==> src/verilog/iwdt_pkg.sv <==
// Package: constants for the indexed watchdog timer
package iwdt_pkg;
    // I/O port addresses (index and data)
    localparam logic [15:0] INDEX_PORT = 16'h002E;
    localparam logic [15:0] DATA_PORT = 16'h002F;
    // Index-port key values
    localparam logic [7:0] UNLOCK_KEY = 8'h87;
    localparam logic [7:0] LOCK_KEY = 8'hAA;
    // Register indices
    localparam logic [7:0] REG_LDEV_SEL = 8'h07;
    localparam logic [7:0] REG_ACTIVATE = 8'h30;
    localparam logic [7:0] REG_UNIT_CFG = 8'hF5;
    localparam logic [7:0] REG_COUNT = 8'hF6;
    localparam logic [7:0] REG_CTRL_STAT = 8'hF7;
    // Logical device number of the watchdog
    localparam logic [7:0] WDT_LDEV = 8'h08;
    // Field positions
    localparam int ACT_EN_BIT = 0;
    localparam int UNIT_MIN_BIT = 3;
    localparam int UNIT_FAST_BIT = 4;
    localparam int CS_STATUS_BIT = 4;
    localparam int CS_FORCE_BIT = 5;
    localparam int CS_KBD_BIT = 6;
    localparam int CS_MOUSE_BIT = 7;
    // Reset values
    localparam logic [7:0] ACTIVATE_RST = 8'h00;
    localparam logic [7:0] UNIT_CFG_RST = 8'h00;
    localparam logic [7:0] COUNT_RST = 8'h00;
    localparam logic [7:0] CTRL_STAT_RST = 8'h00;
    localparam logic [7:0] LDEV_RST = 8'h00;
    // Timing: clock rate and time units
    localparam longint CLK_HZ = 25000000;
    localparam longint MS_PER_SEC = 1000;
    localparam longint SEC_PER_MIN = 60;
    localparam longint FAST_DIV = 1000;
    // Cycles in one millisecond; fast mode ticks per ms or per 60 ms, slow per second or per minute
    localparam logic [31:0] MS_CYCLES = 32'(CLK_HZ / MS_PER_SEC);
    localparam logic [31:0] SEC_MS = 32'(MS_PER_SEC);
    localparam logic [31:0] MIN_MS = 32'(MS_PER_SEC * SEC_PER_MIN);
    localparam logic [31:0] SEC_FAST_MS = 32'(MS_PER_SEC / FAST_DIV);
    localparam logic [31:0] MIN_FAST_MS =
        32'(MS_PER_SEC * SEC_PER_MIN / FAST_DIV);
endpackage

==> src/verilog/iwdt_tick.sv <==
// Unit tick generator: one pulse per selected counting unit
`timescale 1ns/1ns
module iwdt_tick #(
    parameter logic [31:0] MS_CYCLES = iwdt_pkg::MS_CYCLES
) (
    input wire logic clk_in,
    input wire logic rstn_in,
    input wire logic run_in,
    input wire logic restart_in,
    input wire logic minutes_in,
    input wire logic fast_in,
    output logic tick_out
);
    logic [31:0] cyc_q;
    logic [31:0] ms_q;
    logic [31:0] ms_limit;
    logic ms_done;

    always_comb begin
        case ({minutes_in, fast_in})
            2'b00: ms_limit = iwdt_pkg::SEC_MS;
            2'b01: ms_limit = iwdt_pkg::SEC_FAST_MS;
            2'b10: ms_limit = iwdt_pkg::MIN_MS;
            default: ms_limit = iwdt_pkg::MIN_FAST_MS;
        endcase
    end

    assign ms_done = (cyc_q == MS_CYCLES - 32'h1);

    // Prescaler restarts with each reload so a unit is never short
    always_ff @(posedge clk_in) begin
        if (!rstn_in || !run_in || restart_in) begin
            cyc_q <= 32'h0;
        end else if (ms_done) begin
            cyc_q <= 32'h0;
        end else begin
            cyc_q <= cyc_q + 32'h1;
        end
    end

    always_ff @(posedge clk_in) begin
        if (!rstn_in || !run_in || restart_in) begin
            ms_q <= 32'h0;
            tick_out <= 1'b0;
        // Compare with >= so that a unit change in mid-count cannot
        // leave the millisecond counter above its new limit
        end else if (ms_done && ms_q >= ms_limit - 32'h1) begin
            ms_q <= 32'h0;
            tick_out <= 1'b1;
        end else begin
            if (ms_done) begin
                ms_q <= ms_q + 32'h1;
            end
            tick_out <= 1'b0;
        end
    end
endmodule

==> src/verilog/iwdt_top.sv <==
// Indexed watchdog timer reached through an index/data I/O port pair
`timescale 1ns/1ns
module iwdt_top #(
    parameter logic [31:0] MS_CYCLES = iwdt_pkg::MS_CYCLES
) (
    input wire logic clk_in,
    input wire logic rstn_in,
    input wire logic [15:0] io_addr_in,
    input wire logic io_wr_in,
    input wire logic io_rd_in,
    input wire logic [7:0] io_wdata_in,
    input wire logic kbd_activity_in,
    input wire logic mouse_activity_in,
    output logic [7:0] io_rdata_out,
    output logic timeout_out
);
    // ----------------------------------------------------------------
    // Configuration access state
    // ----------------------------------------------------------------
    typedef enum logic [1:0] {
        CFG_LOCKED,
        CFG_HALF,
        CFG_OPEN
    } iwdt_cfg_e;

    iwdt_cfg_e cfg_q;
    logic [7:0] index_q;
    logic [7:0] ldev_q;
    logic [7:0] activate_q;
    logic [7:0] unit_q;
    logic [7:0] count_q;
    logic [7:0] remain_q;
    logic kbd_en_q;
    logic mouse_en_q;
    logic status_q;
    logic force_q;
    logic tick;

    logic idx_wr;
    logic dat_wr;
    logic dat_rd;
    logic wdt_sel;
    logic count_wr;
    logic ctrl_wr;
    logic enabled;
    logic restart;
    logic expire;

    function automatic logic reg_hit(input logic [7:0] idx,
                                     input logic [7:0] want);
        reg_hit = (idx == want);
    endfunction

    assign idx_wr = io_wr_in && io_addr_in == iwdt_pkg::INDEX_PORT;
    assign dat_wr = io_wr_in && io_addr_in == iwdt_pkg::DATA_PORT;
    assign dat_rd = io_rd_in && io_addr_in == iwdt_pkg::DATA_PORT;
    assign wdt_sel = (cfg_q == CFG_OPEN) &&
                     (ldev_q == iwdt_pkg::WDT_LDEV);
    assign count_wr = dat_wr && wdt_sel &&
                      reg_hit(index_q, iwdt_pkg::REG_COUNT);
    assign ctrl_wr = dat_wr && wdt_sel &&
                     reg_hit(index_q, iwdt_pkg::REG_CTRL_STAT);
    assign enabled = activate_q[iwdt_pkg::ACT_EN_BIT];

    // Key sequence: two unlock writes back to back on the index port
    always_ff @(posedge clk_in) begin
        if (!rstn_in) begin
            cfg_q <= CFG_LOCKED;
        end else if (idx_wr) begin
            case (cfg_q)
                CFG_LOCKED: begin
                    if (io_wdata_in == iwdt_pkg::UNLOCK_KEY) begin
                        cfg_q <= CFG_HALF;
                    end
                end
                CFG_HALF: begin
                    if (io_wdata_in == iwdt_pkg::UNLOCK_KEY) begin
                        cfg_q <= CFG_OPEN;
                    end else begin
                        cfg_q <= CFG_LOCKED;
                    end
                end
                CFG_OPEN: begin
                    if (io_wdata_in == iwdt_pkg::LOCK_KEY) begin
                        cfg_q <= CFG_LOCKED;
                    end
                end
                default: cfg_q <= CFG_LOCKED;
            endcase
        end
    end

    // ----------------------------------------------------------------
    // Index latch and register writes
    // ----------------------------------------------------------------
    always_ff @(posedge clk_in) begin
        if (!rstn_in) begin
            index_q <= 8'h00;
        end else if (idx_wr && cfg_q == CFG_OPEN) begin
            index_q <= io_wdata_in;
        end
    end

    always_ff @(posedge clk_in) begin
        if (!rstn_in) begin
            ldev_q <= iwdt_pkg::LDEV_RST;
        end else if (dat_wr && cfg_q == CFG_OPEN &&
                     reg_hit(index_q, iwdt_pkg::REG_LDEV_SEL)) begin
            ldev_q <= io_wdata_in;
        end
    end

    always_ff @(posedge clk_in) begin
        if (!rstn_in) begin
            activate_q <= iwdt_pkg::ACTIVATE_RST;
        end else if (dat_wr && wdt_sel &&
                     reg_hit(index_q, iwdt_pkg::REG_ACTIVATE)) begin
            activate_q <= io_wdata_in;
        end
    end

    always_ff @(posedge clk_in) begin
        if (!rstn_in) begin
            unit_q <= iwdt_pkg::UNIT_CFG_RST;
        end else if (dat_wr && wdt_sel &&
                     reg_hit(index_q, iwdt_pkg::REG_UNIT_CFG)) begin
            unit_q <= io_wdata_in;
        end
    end

    always_ff @(posedge clk_in) begin
        if (!rstn_in) begin
            count_q <= iwdt_pkg::COUNT_RST;
        end else if (count_wr) begin
            count_q <= io_wdata_in;
        end
    end

    always_ff @(posedge clk_in) begin
        if (!rstn_in) begin
            kbd_en_q <= iwdt_pkg::CTRL_STAT_RST[iwdt_pkg::CS_KBD_BIT];
            mouse_en_q <= iwdt_pkg::CTRL_STAT_RST[iwdt_pkg::CS_MOUSE_BIT];
        end else if (ctrl_wr) begin
            kbd_en_q <= io_wdata_in[iwdt_pkg::CS_KBD_BIT];
            mouse_en_q <= io_wdata_in[iwdt_pkg::CS_MOUSE_BIT];
        end
    end

    // Force bit lives one cycle; the read path always returns zero for it
    always_ff @(posedge clk_in) begin
        if (!rstn_in) begin
            force_q <= 1'b0;
        end else begin
            force_q <= ctrl_wr &&
                       io_wdata_in[iwdt_pkg::CS_FORCE_BIT];
        end
    end

    // ----------------------------------------------------------------
    // Counting
    // ----------------------------------------------------------------
    assign restart = count_wr ||
                     (kbd_en_q && kbd_activity_in) ||
                     (mouse_en_q && mouse_activity_in);

    iwdt_tick #(
        .MS_CYCLES(MS_CYCLES)
    ) i_iwdt_tick (
        .clk_in(clk_in),
        .rstn_in(rstn_in),
        .run_in(enabled && remain_q != 8'h00),
        .restart_in(restart),
        .minutes_in(unit_q[iwdt_pkg::UNIT_MIN_BIT]),
        .fast_in(unit_q[iwdt_pkg::UNIT_FAST_BIT]),
        .tick_out(tick)
    );

    // A refresh on the expiry edge wins, as it reloads the count
    assign expire = enabled && tick && remain_q == 8'h01 && !restart;

    always_ff @(posedge clk_in) begin
        if (!rstn_in) begin
            remain_q <= 8'h00;
        end else if (count_wr) begin
            remain_q <= io_wdata_in;
        end else if (restart) begin
            remain_q <= count_q;
        end else if (enabled && tick && remain_q != 8'h00) begin
            remain_q <= remain_q - 8'h01;
        end
    end

    // Status is sticky; software clears it by writing zero to bit 4,
    // but a timeout in the same cycle wins
    always_ff @(posedge clk_in) begin
        if (!rstn_in) begin
            status_q <= 1'b0;
        end else if (expire || force_q) begin
            status_q <= 1'b1;
        end else if (ctrl_wr && !io_wdata_in[iwdt_pkg::CS_STATUS_BIT]) begin
            status_q <= 1'b0;
        end
    end

    // Timeout output is a one-cycle pulse per expiry or forced event
    always_ff @(posedge clk_in) begin
        if (!rstn_in) begin
            timeout_out <= 1'b0;
        end else begin
            timeout_out <= expire || force_q;
        end
    end

    // ----------------------------------------------------------------
    // Data port reads
    // ----------------------------------------------------------------
    always_ff @(posedge clk_in) begin
        if (!rstn_in) begin
            io_rdata_out <= 8'h00;
        end else if (dat_rd && cfg_q == CFG_OPEN) begin
            case (index_q)
                iwdt_pkg::REG_LDEV_SEL: io_rdata_out <= ldev_q;
                iwdt_pkg::REG_ACTIVATE:
                    io_rdata_out <= wdt_sel ? activate_q : 8'h00;
                iwdt_pkg::REG_UNIT_CFG:
                    io_rdata_out <= wdt_sel ? unit_q : 8'h00;
                iwdt_pkg::REG_COUNT:
                    io_rdata_out <= wdt_sel ? remain_q : 8'h00;
                iwdt_pkg::REG_CTRL_STAT:
                    io_rdata_out <= wdt_sel ?
                        {mouse_en_q, kbd_en_q, 1'b0, status_q, 4'h0} :
                        8'h00;
                default: io_rdata_out <= 8'h00;
            endcase
        end else begin
            io_rdata_out <= 8'h00;
        end
    end
endmodule

==> config.mk <==
export PLATFORM = sky130hd
export DESIGN_NAME = iwdt_top
export DESIGN_NICKNAME = d
export VERILOG_FILES = /design/src/verilog/iwdt_pkg.sv /design/src/verilog/iwdt_tick.sv /design/src/verilog/iwdt_top.sv
export SDC_FILE = /design/constraint.sdc
export NUM_CORES = 1
export LEC_CHECK = 0
export BUFFER_PORTS_ARGS = -buffer_cell sky130_fd_sc_hd__buf_2
export CAP_MARGIN = 5
export CORE_ASPECT_RATIO = 1.25
export CORE_MARGIN = 1
export CORE_UTILIZATION = 35
export CTS_CLUSTER_DIAMETER = 120
export DETAILED_ROUTE_END_ITERATION = 7
export PLACE_DENSITY = 0.55
export SYNTH_ARGS = -nofsm -noshare
export SYNTH_HDL_FRONTEND = slang
export SYNTH_SLANG_ARGS = --single-unit
==> constraint.sdc <==
create_clock -name clk_in -period 3.6 [get_ports clk_in]
set_input_delay 0.36 -clock clk_in [delete_from_list [all_inputs] [get_ports clk_in]]
set_output_delay 0.36 -clock clk_in [all_outputs]
set_load 0.05 [all_outputs]
Word level (Yosys, flattened, before mapping)
Cells that the tools add are included.
Word-level totals
  register bits after elaboration: 128
  input port bits: 30
  output and inout port bits: 9
  logic and storage cells: 96
Cells by class
  add/subtract/negate cells: 4
  $lt $le $gt $ge: 1
  eq/ne operators: 18
  mux-type cells: 16
  reductions and logical operators: 41
Operators by type and width (number)
  $add A32 B1 Y32 const B: 2
  $mux W8: 7
  $pmux W16 S3: 1
  $eq A8 B8 Y1 const B: 5
  $pmux W8 S5: 1
  $eq A16 B6 Y1 const B: 2
  $eq A32 B15 Y1 const B: 1
  $ge A32 B32 Y1: 1
  $logic_and A1 B1 Y1: 23
  $sub A16 B1 Y17 const B: 1
  $eq A8 B1 Y1 const B: 1
  $eq A8 B3 Y1 const B: 1
  $eq A8 B4 Y1 const B: 1
  $eq A8 B6 Y1 const B: 1
  $reduce_bool A8 Y1: 1
  $sub A8 B1 Y8 const B: 1
  $mux W2: 3
  $pmux W2 S3: 1
  $logic_or A1 B1 Y1: 5
  $eq A2 B1 Y1 const B: 2
  $eq A2 B2 Y1 const B: 2
  $logic_not A1 Y1: 4
  $logic_not A2 Y1: 2
  $ne A2 B2 Y1 const B: 2
  other kinds (6): 9

Longest topological paths before layout
Gate-level depths: netlist of the first run.
  depth in word-level cells: 10
  gate-level depth with buffers: 11
  gate-level depth less buffers: 10

By module
Synthesis of the first run repeated with hierarchy kept, for this count alone.
Unflattened totals
  cell total of the unflattened synthesis: 740
  area, all modules: 6691.4 um^2
By module, submodules not included
  iwdt_tick: instances 1, cells each 399, area each 3455.8 um^2, sequential area each 1301.2 um^2
  iwdt_top: instances 1, cells each 341, area each 3235.6 um^2, sequential area each 1261.2 um^2

Least setup slack after synthesis of the first run
Ideal clock, no wire load.
  path type: register to register
  start point: register unit_q[4]
  end point: register i_iwdt_tick.ms_q[17]
  library setup time: 0.117 ns
  arrival: 2.185 ns
  required time: 3.483 ns
  setup slack: 1.298 ns
  cell stages (with the launch flop): 10
  period minus slack after synthesis: 2.302 ns
  cell sequence: dfxtp_1 inv_1 ha_1 ha_1 nand4_1 o311a_1 o211a_1 o21ai_2 buf_2 nor2_1
Between the ends
  cells in the longest elaborated chain, start to end: 6
  elaborated cells between the ends (all ways): 8
  those cells by class: 1 x add/sub; 1 x order compare; 2 x eq/ne; 1 x mux; 3 x reduce/logical
RTL lines
  start, declared: RTL line iwdt_top.sv:30  | logic [7:0] unit_q;
  start signal, assigned: RTL line iwdt_top.sv:124  | unit_q <= iwdt_pkg::UNIT_CFG_RST;
  start signal, assigned: RTL line iwdt_top.sv:127  | unit_q <= io_wdata_in;
  $eq A2 B2 Y1 (tied with other cells): RTL line iwdt_tick.sv:20  | case ({minutes_in, fast_in})
  $pmux W16 S3 (*): RTL line iwdt_tick.sv:20
  $sub A16 B1 Y17 (*): RTL line iwdt_tick.sv:47  | end else if (ms_done && ms_q >= ms_limit - 32'h1) begin
  $ge A32 B32 Y1 (*): RTL line iwdt_tick.sv:47
  $logic_and A1 B1 Y1 (*): RTL line iwdt_tick.sv:47
  $reduce_or A2 Y1 (no source line) (*)
  end signal, assigned: RTL line iwdt_tick.sv:52  | ms_q <= ms_q + 32'h1;
  end, declared: RTL line iwdt_tick.sv:15  | logic [31:0] ms_q;
Every way passes the cells marked *; elsewhere a longest branch is shown, timed or not.
A chain may end at the register's enable or synchronous reset.

Worst setup path in the final report of the first run
  start point: register unit_q[4]
  end point: register i_iwdt_tick.ms_q[9]
Same word-level chain as after synthesis.

==> summary.txt, run 1 <==
Run status
  – Status: finished clean

Layout
  – Post-layout util: 0.415
  – Synth-to-layout area growth: 15.2%
  – Layout cells sized above 1: 0.123
  – Most common cell after layout, fill and taps aside: dfxtp_1
  – Final #Nets: 855
  – Antenna diodes: 0
  – Most frequent cells in the layout: dfxtp_1, nor2_1, nand2_1

Timing
  – Least-Margin Pin Slew: 0.717 ns
  – Final setup violation count: 0
  – Tmin final: 2.61 ns
  – Fmax: 383 MHz
  – Relative slew slack: 0.518
  – Fin crit share: 0.724
  – Hold WS: about 0.31 ns
  – Final Hold Fails: 0
  – Setup Skew: between 0.01 and 0.015 ns
  – Setup TNS: 0 ns
  – RSZ-0062 raised after global routing: no
  – Count of final max-slew check failures: 0

Worst setup path
  – Most common cell on crit path: ha_1
  – Crit-path max FO: 32
  – Setup crit end kind: register
  – Crit Path Class: reg -> reg
  – CP cell instances: inv_1, ha_1, ha_1, nand4_1, o311a_1, o211a_1, o21ai_2, buf_4, nor2_1
  – CP arrival: 2.90 ns
  – Worst R2R Setup Slack: 0.99 ns
  – Worst reg2reg endpoint: i_iwdt_tick.ms_q[9]$_SDFFE_PP0P_
  – Critical Path RT: 3.90 ns
  – Max incr delay on CP: roughly 0.49 ns
  – Critical-path top delay cell: dfxtp_1
  – CP startpoint kind: register
  – Reg2Reg Launch Point: unit_q[4]$_SDFFE_PN0P_
  – R2r worst-path depth: 9

Global route
  – Largest net degree at the start of global routing: 33
  – Total gr overflow: 0
  – First-pass GRT wire length: roughly 26000 microns
  – Vias in the first global route: approximately 5100
  – Initial antenna violation count: 0
  – Total track usage: 0.171

Logic synthesis
  – Syn. warnings: 0
  – Seq/Total Area, Yosys: 0.390
  – Avg Cell Area, Syn: 8.64 sq um
  – Synth unique cells: 60
  – Syn Std Cell Area: 0.00657 sq mm
  – Flops & latches, synth: around 130
  – Mapped Cells: 761
  – Post-synthesis simple-gate area fraction: 0.308
  – Largest family of logic cells by synthesized area: simple AND/OR/NAND/NOR gates
  – Main synth FF type: dfxtp_1
  – Mux contribution to synthesized area: 0.0567
  – Post-synthesis compound-gate area fraction: 0.0805
  – Post-synth EDFFs: 0
  – Asr flop ratio synth: 0
  – XOR/XNOR share of the synthesized area: 0.0853
  – Adder-Cell Fraction of Synth Area: 0.0514

Power and ir drop
  – Maximum vdd drop: 0.000308 V
  – Leak: 2.56 nW
  – Pwr Total: 3.19 mW
  – Cell area power density: between 400 and 500 mW/mm^2

Min path
  – Hold wc startpoint: io_wdata_in[5]
  – Hold path cells: 3
  – Worst Hold Class: in -> reg
  – Hold path endpoint: count_q[5]$_SDFFE_PN0P_

Drt
  – Routed vias/inst: 5.12
  – Initial DRC Count: between 200 and 300
  – Residual DRC: 0
  – Final wirelength: 15700 microns
  – Antenna Violating Nets Remaining: 0
  – Detail-routed net length per standard cell: 15.1 microns
  – Vias after detailed routing: 5315
  – Drt first pass iters: 4

Floorplan
  – Core Region: 0.0182 sq mm
  – Starting Density: 0.360
  – Die ar.: 0.0193 sq mm
  – Row count: 55
  – IO Count: 39
  – Die height: 155 microns
  – Die Wd: 125 microns

Placed design
  – Final GP Congestion: between 0.7 and 0.8
  – Port buffer count: 38
  – DP HPWL: 11200 microns

Clock network
  – Max clock buf depth: 2
  – CTS clk-pin slew, worst paths: 0.06 ns
  – H-tree levels: 4
  – Skew-Pair Late Insertion Delay: 0.43 ns
  – Hold buffers post-CTS: 0
  – Clock sinks: 128
  – Post_cts resized: 0
  – CTS tree: built
  – TritonCTS Buffers: 17
  – Post-CTS Setup Bufs: 0
  – Clock root buffer: clkbuf_16

Run
  – Max Cap Viol: 0
[registers in the layout (all words and copies together), names as in the netlist]
signal	count
i_iwdt_tick.cyc_q	32
i_iwdt_tick.ms_q	32
activate_q	8
count_q	8
index_q	8
io_rdata_out	8
ldev_q	8
remain_q	8
unit_q	8
cfg_q	2
force_q	1
i_iwdt_tick.tick_out	1
kbd_en_q	1
mouse_en_q	1
status_q	1
timeout_out	1
[area by class of cell]
cell class	instances	area [sq um]
clock buffers	18	439
clock inverters	14	146
well taps	228	285
flip-flops and latches	128	2560
inverters	17	63.8
repair buffers	45	243
fillers	1857	10700
multi-input cells	589	3830
[through the flow]
stage	setup slack, ns	instances	area, sq um
3_3_place_gp	1.04	1007	6980
2_1_floorplan	1.30	762	6580
5_1_grt	0.739	1039	7570
4_1_cts	0.979	1039	7570
3_5_place_dp	0.990	1007	6980
6_report	0.992	1039	7570
[cell usage after synthesis, types with 2 or more instances]
cell	n	area, sq um
a21oi_1	24	120
inv_1	17	63.8
nor2_2	8	50.1
buf_2	8	40.0
dfxtp_1	128	2560
nand4_1	21	131
nor4_1	24	150
nor3b_1	4	30.0
o21ai_0	9	45.0
a211oi_1	3	22.5
clkbuf_1	19	71.3
nand2b_1	2	12.5
ha_1	27	338
mux2_2	2	22.5
nand4b_1	2	17.5
and2_1	3	18.8
nor4bb_1	3	30.0
a21o_1	2	15.0
or3_1	2	12.5
and4_1	6	52.6
or4_1	8	60.1
xor2_1	26	228
nor4_4	2	42.5
nor2b_1	43	269
and3_1	11	68.8
mux2i_1	35	350
a22oi_1	9	67.6
a21boi_1	6	45.0
nor2_1	93	349
nor3_1	25	125
xnor2_1	38	333
nor4b_1	3	26.3
o211ai_1	5	37.5
nand2_1	71	267
nand3_1	35	175
a21boi_0	5	37.5
o211a_1	2	20.0
a31oi_1	8	50.1
[per-layer routing]
layer,global-route usage,part of all wire
met1,0.211,0.47
met2,0.289,0.48
met3,0.0365,0.028
met4,0.0694,0.014
met5,0,0
[worst max-delay path, delay by kind of cell (launching register included)]
| family | cells | cell delay, ns |
|---|---|---|
| adder cells (fa/ha/maj) | 2 | 0.62 |
| AO/OA/AOI/OAI | 3 | 0.69 |
| buffers and inverters | 2 | 0.49 |
| flip-flops | 1 | 0.49 |
| AND/OR/NAND/NOR | 2 | 0.19 |
[where the power goes]
part           internal (mW)  total (mW)  switching, mW  leakage [nW]
Sequential              1.42        1.42  0.00000000125          1.03
Clock                  0.993        1.71          0.717         0.283
Combinational         0.0243      0.0597         0.0354          1.25
[how the worst max path moves through the flow]
stage | to | from | slack [ns] | cells after the start
detailed placement | i_iwdt_tick.ms_q[0]$_SDFFE_PP0P_ | unit_q[4]$_SDFFE_PN0P_ | 0.99 | 9
global route | i_iwdt_tick.ms_q[9]$_SDFFE_PP0P_ | unit_q[4]$_SDFFE_PN0P_ | 0.74 | 11
CTS | i_iwdt_tick.ms_q[5]$_SDFFE_PP0P_ | unit_q[4]$_SDFFE_PN0P_ | 0.98 | 9
floorplan | i_iwdt_tick.ms_q[17]$_SDFFE_PP0P_ | unit_q[4]$_SDFFE_PN0P_ | 1.30 | 9
finish | i_iwdt_tick.ms_q[9]$_SDFFE_PP0P_ | unit_q[4]$_SDFFE_PN0P_ | 0.99 | 9
global placement | i_iwdt_tick.ms_q[5]$_SDFFE_PP0P_ | unit_q[4]$_SDFFE_PN0P_ | 1.04 | 10
[cell families after synthesis]
group,Yosys count
compound gates,81
xor+xnor,64
fa+ha+maj,27
buf+inv,45
flops,128
mux,37
other cells,1
simple gates,378
Note: power is estimated with default switching activity, not from simulation.
==> run 2: changes to the inputs <==
clock period = 2.4 ns   (was 3.6 ns; I/O delays follow)
==> run 2 against run 1 <==
- final cell count is 3.8% higher
- critical path depth grew 2
- final area increased by 7.0%
- combinational power up 49%
- die area unchanged
- sequential share of layout area shrank 2.2 points
- first-iteration DRC count down 10%
- non-clock buffer count is 39 higher
- wire length is 4.3% higher
- clock-buffer cell count shrank 1
- largest cell class unchanged
==> summary.txt, run 2 (synthesis results as in run 1) <==
Placed design
  – Placed cell count: 1041 (+3.4%)
  – Post-Place Worst Slack: 0.0401 ns (-0.950 ns)
  – Final GP Congestion: 0.820 (+5.6%)
  – DP HPWL: 11600 microns (+3.1%)
  – Port buffer count: 38 (unchanged)

Timing
  – Final setup margin: 0.0341 ns (-0.958 ns)
  – Setup TNS: 0 ns (unchanged)
  – Final setup violation count: 0 (unchanged)
  – Fin crit share: 0.986 (+0.261)
  – Relative slew slack: 0.666 (+0.149)
  – Setup Skew: 0.00923 ns (-0.00236 ns)
  – Fmax: 423 MHz (+10%)
  – Count of final max-slew check failures: 0 (unchanged)
  – Final Hold Fails: 0 (unchanged)
  – RSZ-0062 raised after global routing: yes
  – Least-Margin Pin Slew: 0.497 ns (-0.220 ns)
  – Tmin final: 2.37 ns (-0.242 ns)

Min path
  – Hold path cells: 3 (unchanged)
  – Hold path endpoint: count_q[4]$_SDFFE_PN0P_
  – Worst Hold Class: in -> reg
  – Hold wc startpoint: io_wdata_in[4]

Clock network
  – Skew-Pair Late Insertion Delay: 0.42 ns (about the same)
  – H-tree levels: 4 (unchanged)
  – Max clock buf depth: 2 (unchanged)
  – TritonCTS Buffers: 17 (unchanged)
  – Clock root buffer: clkbuf_16
  – Clock sinks: 128 (unchanged)
  – CTS clk-pin slew, worst paths: 0.06 ns (about the same)
  – CTS tree: built

Floorplan
  – Core Region: 0.0182 sq mm (unchanged)
  – IO Count: 39 (unchanged)
  – Row count: 55 (unchanged)
  – Die Wd: 125 microns (unchanged)
  – Die height: 155 microns (unchanged)
  – Die ar.: 0.0193 sq mm (unchanged)
  – Starting Density: 0.360 (unchanged)

Run status
  – Status: finished clean

Worst setup path
  – CP arrival: 2.67 ns (-0.23 ns)
  – CP startpoint kind: register
  – Worst R2R Setup Slack: 0.03 ns (-0.96 ns)
  – Critical Path RT: 2.71 ns (-1.19 ns)
  – Critical-path top delay cell: o311a_1
  – Setup crit end kind: register
  – Most common cell on crit path: ha_4
  – Crit Path Class: reg -> reg
  – Max incr delay on CP: 0.35 ns (-0.14 ns)
  – Worst reg2reg endpoint: i_iwdt_tick.ms_q[6]$_SDFFE_PP0P_
  – R2r worst-path depth: 11 (+2)
  – Reg2Reg Launch Point: unit_q[3]$_SDFFE_PN0P_
  – CP cell instances: buf_6, ha_4, nor2_4, ha_4, o21a_1, nor2_1, o311a_1, o211a_1, o21ai_4, clkbuf_16, nor2_2
  – Crit-path max FO: 8 (-75%)

Power and ir drop
  – Leak: 2.81 nW (+9.5%)
  – Maximum vdd drop: 0.000449 V (+46%)
  – Cell area power density: 585 mW/mm^2 (+39%)

Global route
  – Largest net degree at the start of global routing: 34 (+3.0%)
  – First-pass GRT wire length: 26500 microns (+0.79%)
  – Initial antenna violation count: 0 (unchanged)
  – Vias in the first global route: 5309 (+3.4%)
  – Total gr overflow: 0 (unchanged)
  – Total track usage: 0.171 (-0.000175)

Layout
  – Antenna diodes: 0 (unchanged)
  – Post-layout util: 0.444 (+0.0290)
  – Layout cells sized above 1: 0.195 (+0.0720)
  – Non-Filler Instances: 1078 (+3.8%)
  – Synth-to-layout area growth: 23.2%
  – Biggest regs: i_iwdt_tick.cyc_q: 32 flops, i_iwdt_tick.ms_q: 32 flops
  – Most frequent cells in the layout: dfxtp_1, nor2_1, nand2_1
  – Final #Nets: 894 (+4.6%)
  – Most common cell after layout, fill and taps aside: dfxtp_1

Drt
  – Residual DRC: 0 (unchanged)
  – Initial DRC Count: 245 (-10%)
  – Final wirelength: 16300 microns (+4.3%)
  – Vias after detailed routing: 5564 (+4.7%)
  – Routed vias/inst: 5.16 (+0.90%)
  – Detail-routed net length per standard cell: 15.2 microns (+0.52%)
  – Antenna Violating Nets Remaining: 0 (unchanged)
  – Drt first pass iters: 4 (unchanged)

Run
  – Max Cap Viol: 0 (unchanged)
-- run 2: worst max path at each step --
stage / startpoint / to / cells after the start
final: unit_q[3]$_SDFFE_PN0P_ / i_iwdt_tick.ms_q[6]$_SDFFE_PP0P_ / 11
after global placement: unit_q[4]$_SDFFE_PN0P_ / i_iwdt_tick.ms_q[5]$_SDFFE_PP0P_ / 10
after global routing: unit_q[4]$_SDFFE_PN0P_ / i_iwdt_tick.ms_q[6]$_SDFFE_PP0P_ / 10
after CTS: unit_q[4]$_SDFFE_PN0P_ / i_iwdt_tick.ms_q[26]$_SDFFE_PP0P_ / 10
after floorplan: unit_q[4]$_SDFFE_PN0P_ / i_iwdt_tick.ms_q[17]$_SDFFE_PP0P_ / 9
after detailed placement: unit_q[4]$_SDFFE_PN0P_ / i_iwdt_tick.ms_q[20]$_SDFFE_PP0P_ / 10
-- run 2: area by class of cell --
class                   count  area (sq um)
flip-flops and latches    128          2570
multi-input cells         589          3980
clock inverters            15           151
inverters                  17          66.3
well taps                 228           285
clock buffers              17           425
repair buffers             84           619
fillers                  1843         10100
-- run 2: worst max-delay path, delay by kind of cell (launching register included) --
family                   cells  cell delay, ns
buffers and inverters        2            0.37
adder cells (fa/ha/maj)      2            0.40
flip-flops                   1            0.34
AO/OA/AOI/OAI                4            1.00
AND/OR/NAND/NOR              3            0.13
-- run 2: per-layer routing --
metal  part of all wire  vias up  GRT usage
met4              0.015        0     0.0631
met3              0.029       19     0.0358
met1               0.46     2608      0.212
met2               0.49       99      0.290
li1                   -     2838          -
met5                  0        -          0
-- run 2: power breakdown --
part | internal, mW | switching (mW)
clock network | 1.46 | 1.07
registers | 2.12 | 0.00000000178
logic | 0.0364 | 0.0523
-- run 2: repair_timing --
action	in CTS	in global routing
resized for setup	0	41
endpoints found under the setup margin	0	32
hold buffers	0	0
setup buffers	0	2
-- run 2: metrics by stage --
stage | cell area [sq um] | hold WS (ns) | power, mW
after detailed placement | 7280 | 0.436 | 2.26
after CTS | 7850 | 0.176 | 4.81
final | 8100 | 0.190 | 4.74
after floorplan | 6580 | 0.397 | 2.21
after global routing | 8100 | 0.188 | 4.92
after global placement | 7280 | 0.426 | 2.26
==> run 3: changes to the inputs <==
PLACE_DENSITY = 0.57   (was 0.55)
clock period = 2 ns   (was 2.4 ns; I/O delays follow)
==> run 3 against run 2 <==
- critical path depth fell by 1
- combinational power rose by 26%
- maximum frequency rose by 2.8%
- non-clock buffer count rose by 85
- largest power group unchanged
- the flow now finishes with violations (setup timing)
- register-to-register slack got worse by 0.34 ns
- final cell count rose by 8.0%
- utilization rose by 4.9 points
- clock power rose by 21%
- clock skew rose by 0.0016 ns
- highest routed layer unchanged
- global-route usage rose by 1.9 points
- clock-buffer cell count rose by 2
==> summary.txt, run 3 (synthesis results as in run 1) <==
Layout
  – Most frequent cells in the layout: dfxtp_1, buf_4, nor2_1
  – Layout cells sized above 1: 0.304 (+0.109)
  – Synth-to-layout area growth: 36.8%
  – Antenna diodes: 0 (unchanged)
  – Most common cell after layout, fill and taps aside: dfxtp_1
  – Post-layout util: 0.493 (+0.0487)
  – Final #Nets: 980 (+9.6%)
  – Biggest regs: i_iwdt_tick.cyc_q: 32 flops, i_iwdt_tick.ms_q: 32 flops
  – Finished Cell Area: 0.00899 sq mm (+11%)

Timing
  – Count of final max-slew check failures: 0 (unchanged)
  – Setup TNS: -8.95 ns (-8.95 ns)
  – Final setup margin: -0.302 ns (-0.337 ns)
  – RSZ-0062 raised after global routing: yes
  – Tmin final: 2.30 ns (-0.0635 ns)
  – Final Hold Fails: 0 (unchanged)
  – Fin crit share: 1.15 (+0.165)
  – Fmax: 434 MHz (+2.8%)
  – Setup Skew: 0.0108 ns (+0.00160 ns)
  – Final setup violation count: 33 (+33)

Min path
  – Hold wc startpoint: io_wdata_in[6]
  – Hold path endpoint: count_q[6]$_SDFFE_PN0P_
  – Worst Hold Class: in -> reg
  – Hold path cells: 3 (unchanged)

Global route
  – Vias in the first global route: 5984 (+13%)
  – Total gr overflow: 0 (unchanged)
  – First-pass GRT wire length: 29200 microns (+10%)
  – Initial antenna violation count: 0 (unchanged)
  – Total track usage: 0.189 (+0.0187)
  – Largest net degree at the start of global routing: 33 (-2.9%)

Worst setup path
  – Crit Path Class: reg -> reg
  – R2r worst-path depth: 10 (-1)
  – Setup crit end kind: register
  – CP startpoint kind: register
  – Worst R2R Setup Slack: -0.30 ns (-0.34 ns)
  – Critical Path RT: 2.32 ns (-0.39 ns)
  – CP arrival: 2.62 ns (-0.05 ns)
  – Crit-path max FO: 5 (-3)
  – Reg2Reg Launch Point: unit_q[3]$_SDFFE_PN0P_
  – Worst reg2reg endpoint: i_iwdt_tick.ms_q[15]$_SDFFE_PP0P_

Clock network
  – TritonCTS Buffers: 17 (unchanged)
  – Skew-Pair Late Insertion Delay: 0.43 ns (about the same)
  – CTS tree: built
  – CTS clk-pin slew, worst paths: 0.06 ns (about the same)
  – Hold buffers post-CTS: 0 (unchanged)
  – Clock root buffer: clkbuf_16
  – H-tree levels: 4 (unchanged)
  – Clock sinks: 128 (unchanged)
  – Max clock buf depth: 2 (unchanged)

Power and ir drop
  – Reg power frac: 0.445 (-0.003)
  – Maximum vdd drop: 0.000592 V (+32%)
  – Internal: 4.39 mW (+21%)
  – Switching share of power: 0.233 (-0.00431)
  – Clock network fraction of total power: 0.535 (+0.002)
  – Leak: 3.27 nW (+17%)
  – Pwr Total: 5.71 mW (+21%)
  – Cell area power density: 636 mW/mm^2 (+8.6%)
  – Logic pwr share: 0.020 (about the same)
  – Sw power: 1.33 mW (+18%)

Drt
  – Residual DRC: 0 (unchanged)
  – Initial DRC Count: 306 (+25%)
  – Vias after detailed routing: 5953 (+7.0%)
  – Detail-routed net length per standard cell: 15.3 microns (+1.1%)
  – Antenna Violating Nets Remaining: 0 (unchanged)
  – Final wirelength: 17800 microns (+9.2%)
  – Routed vias/inst: 5.11 (-0.91%)
  – Drt first pass iters: 4 (unchanged)

Floorplan
  – IO Count: 39 (unchanged)
  – Die height: 155 microns (unchanged)
  – Die ar.: 0.0193 sq mm (unchanged)
  – Core Region: 0.0182 sq mm (unchanged)
  – Die Wd: 125 microns (unchanged)
  – Starting Density: 0.360 (unchanged)
  – Row count: 55 (unchanged)

Placed design
  – Port buffer count: 38 (unchanged)
  – Final GP Congestion: 0.810 (-1.2%)
  – Post-DP Area: 0.00797 sq mm (+9.5%)
  – DP HPWL: 12200 microns (+5.4%)

Run status
  – Status: finished with violations
  – Failing checks: setup timing

Run
  – Max Cap Viol: 0 (unchanged)
## run 3: worst max path at each step
stage	from	endpoint	slack, ns	depth (start not counted)
after global placement	unit_q[3]$_SDFFE_PN0P_	i_iwdt_tick.ms_q[22]$_SDFFE_PP0P_	-0.59	10
after CTS	unit_q[4]$_SDFFE_PN0P_	i_iwdt_tick.ms_q[0]$_SDFFE_PP0P_	-0.25	11
final	unit_q[3]$_SDFFE_PN0P_	i_iwdt_tick.ms_q[15]$_SDFFE_PP0P_	-0.30	10
after global routing	unit_q[3]$_SDFFE_PN0P_	i_iwdt_tick.ms_q[26]$_SDFFE_PP0P_	-0.38	10
after floorplan	unit_q[3]$_SDFFE_PN0P_	i_iwdt_tick.ms_q[31]$_SDFFE_PP0P_	-0.08	11
after detailed placement	unit_q[4]$_SDFFE_PN0P_	i_iwdt_tick.ms_q[3]$_SDFFE_PP0P_	-0.65	8
## run 3: timing repair
action / in CTS / in global routing
resized for setup: 29 / 50
endpoints found under the hold margin: 0 / 0
pin swaps: 9 / 11
setup buffers: 10 / 2
gates cloned: 2 / 0
setup endpoints to repair: 71 / 104
## run 3: stage by stage
| stage | worst slack, ns | hold slack [ns] | instances |
|---|---|---|---|
| 3_3_place_gp | -0.595 | 0.438 | 1120 |
| 4_1_cts | -0.254 | 0.134 | 1164 |
| 6_report | -0.302 | 0.145 | 1164 |
| 2_1_floorplan | -0.0802 | 0.357 | 762 |
| 3_5_place_dp | -0.649 | 0.449 | 1120 |
| 5_1_grt | -0.381 | 0.174 | 1164 |
## run 3: metal layers
layer / share of wire / GRT usage / vias to the layer above
met3: 0.033 / 0.0347 / 31
met2: 0.51 / 0.338 / 106
met5: 0 / 0 / -
met1: 0.43 / 0.218 / 2807
met4: 0.025 / 0.0901 / 0
li1: - / - / 3009
## run 3: area by class of cell
| type | count | area (sq um) |
|---|---|---|
| clock inverters | 13 | 133 |
| well taps | 228 | 285 |
| clock buffers | 19 | 453 |
| inverters | 17 | 71.3 |
| multi-input cells | 590 | 4180 |
| repair buffers | 169 | 1290 |
| flip-flops and latches | 128 | 2580 |
| fillers | 1751 | 9250 |
## run 3: critical path: stages (launching register included)
cell     delay (ns)
dfxtp_4        0.39
inv_4          0.06
ha_4           0.24
ha_4           0.26
nand4_1        0.10
o311a_1        0.39
o211a_4        0.27
buf_12         0.13
o21ai_4        0.14
buf_4          0.18
nor2_1         0.05
## run 3: power by group through the flow
| stage | clock, mW | combinational [mW] | sequential, mW |
|---|---|---|---|
| after floorplan | 0 | 0.0457 | 2.60 |
| after CTS | 3.10 | 0.112 | 2.55 |
| final | 3.06 | 0.112 | 2.55 |
| after global placement | 0 | 0.111 | 2.60 |
| after global routing | 3.22 | 0.120 | 2.54 |
| after detailed placement | 0 | 0.111 | 2.60 |
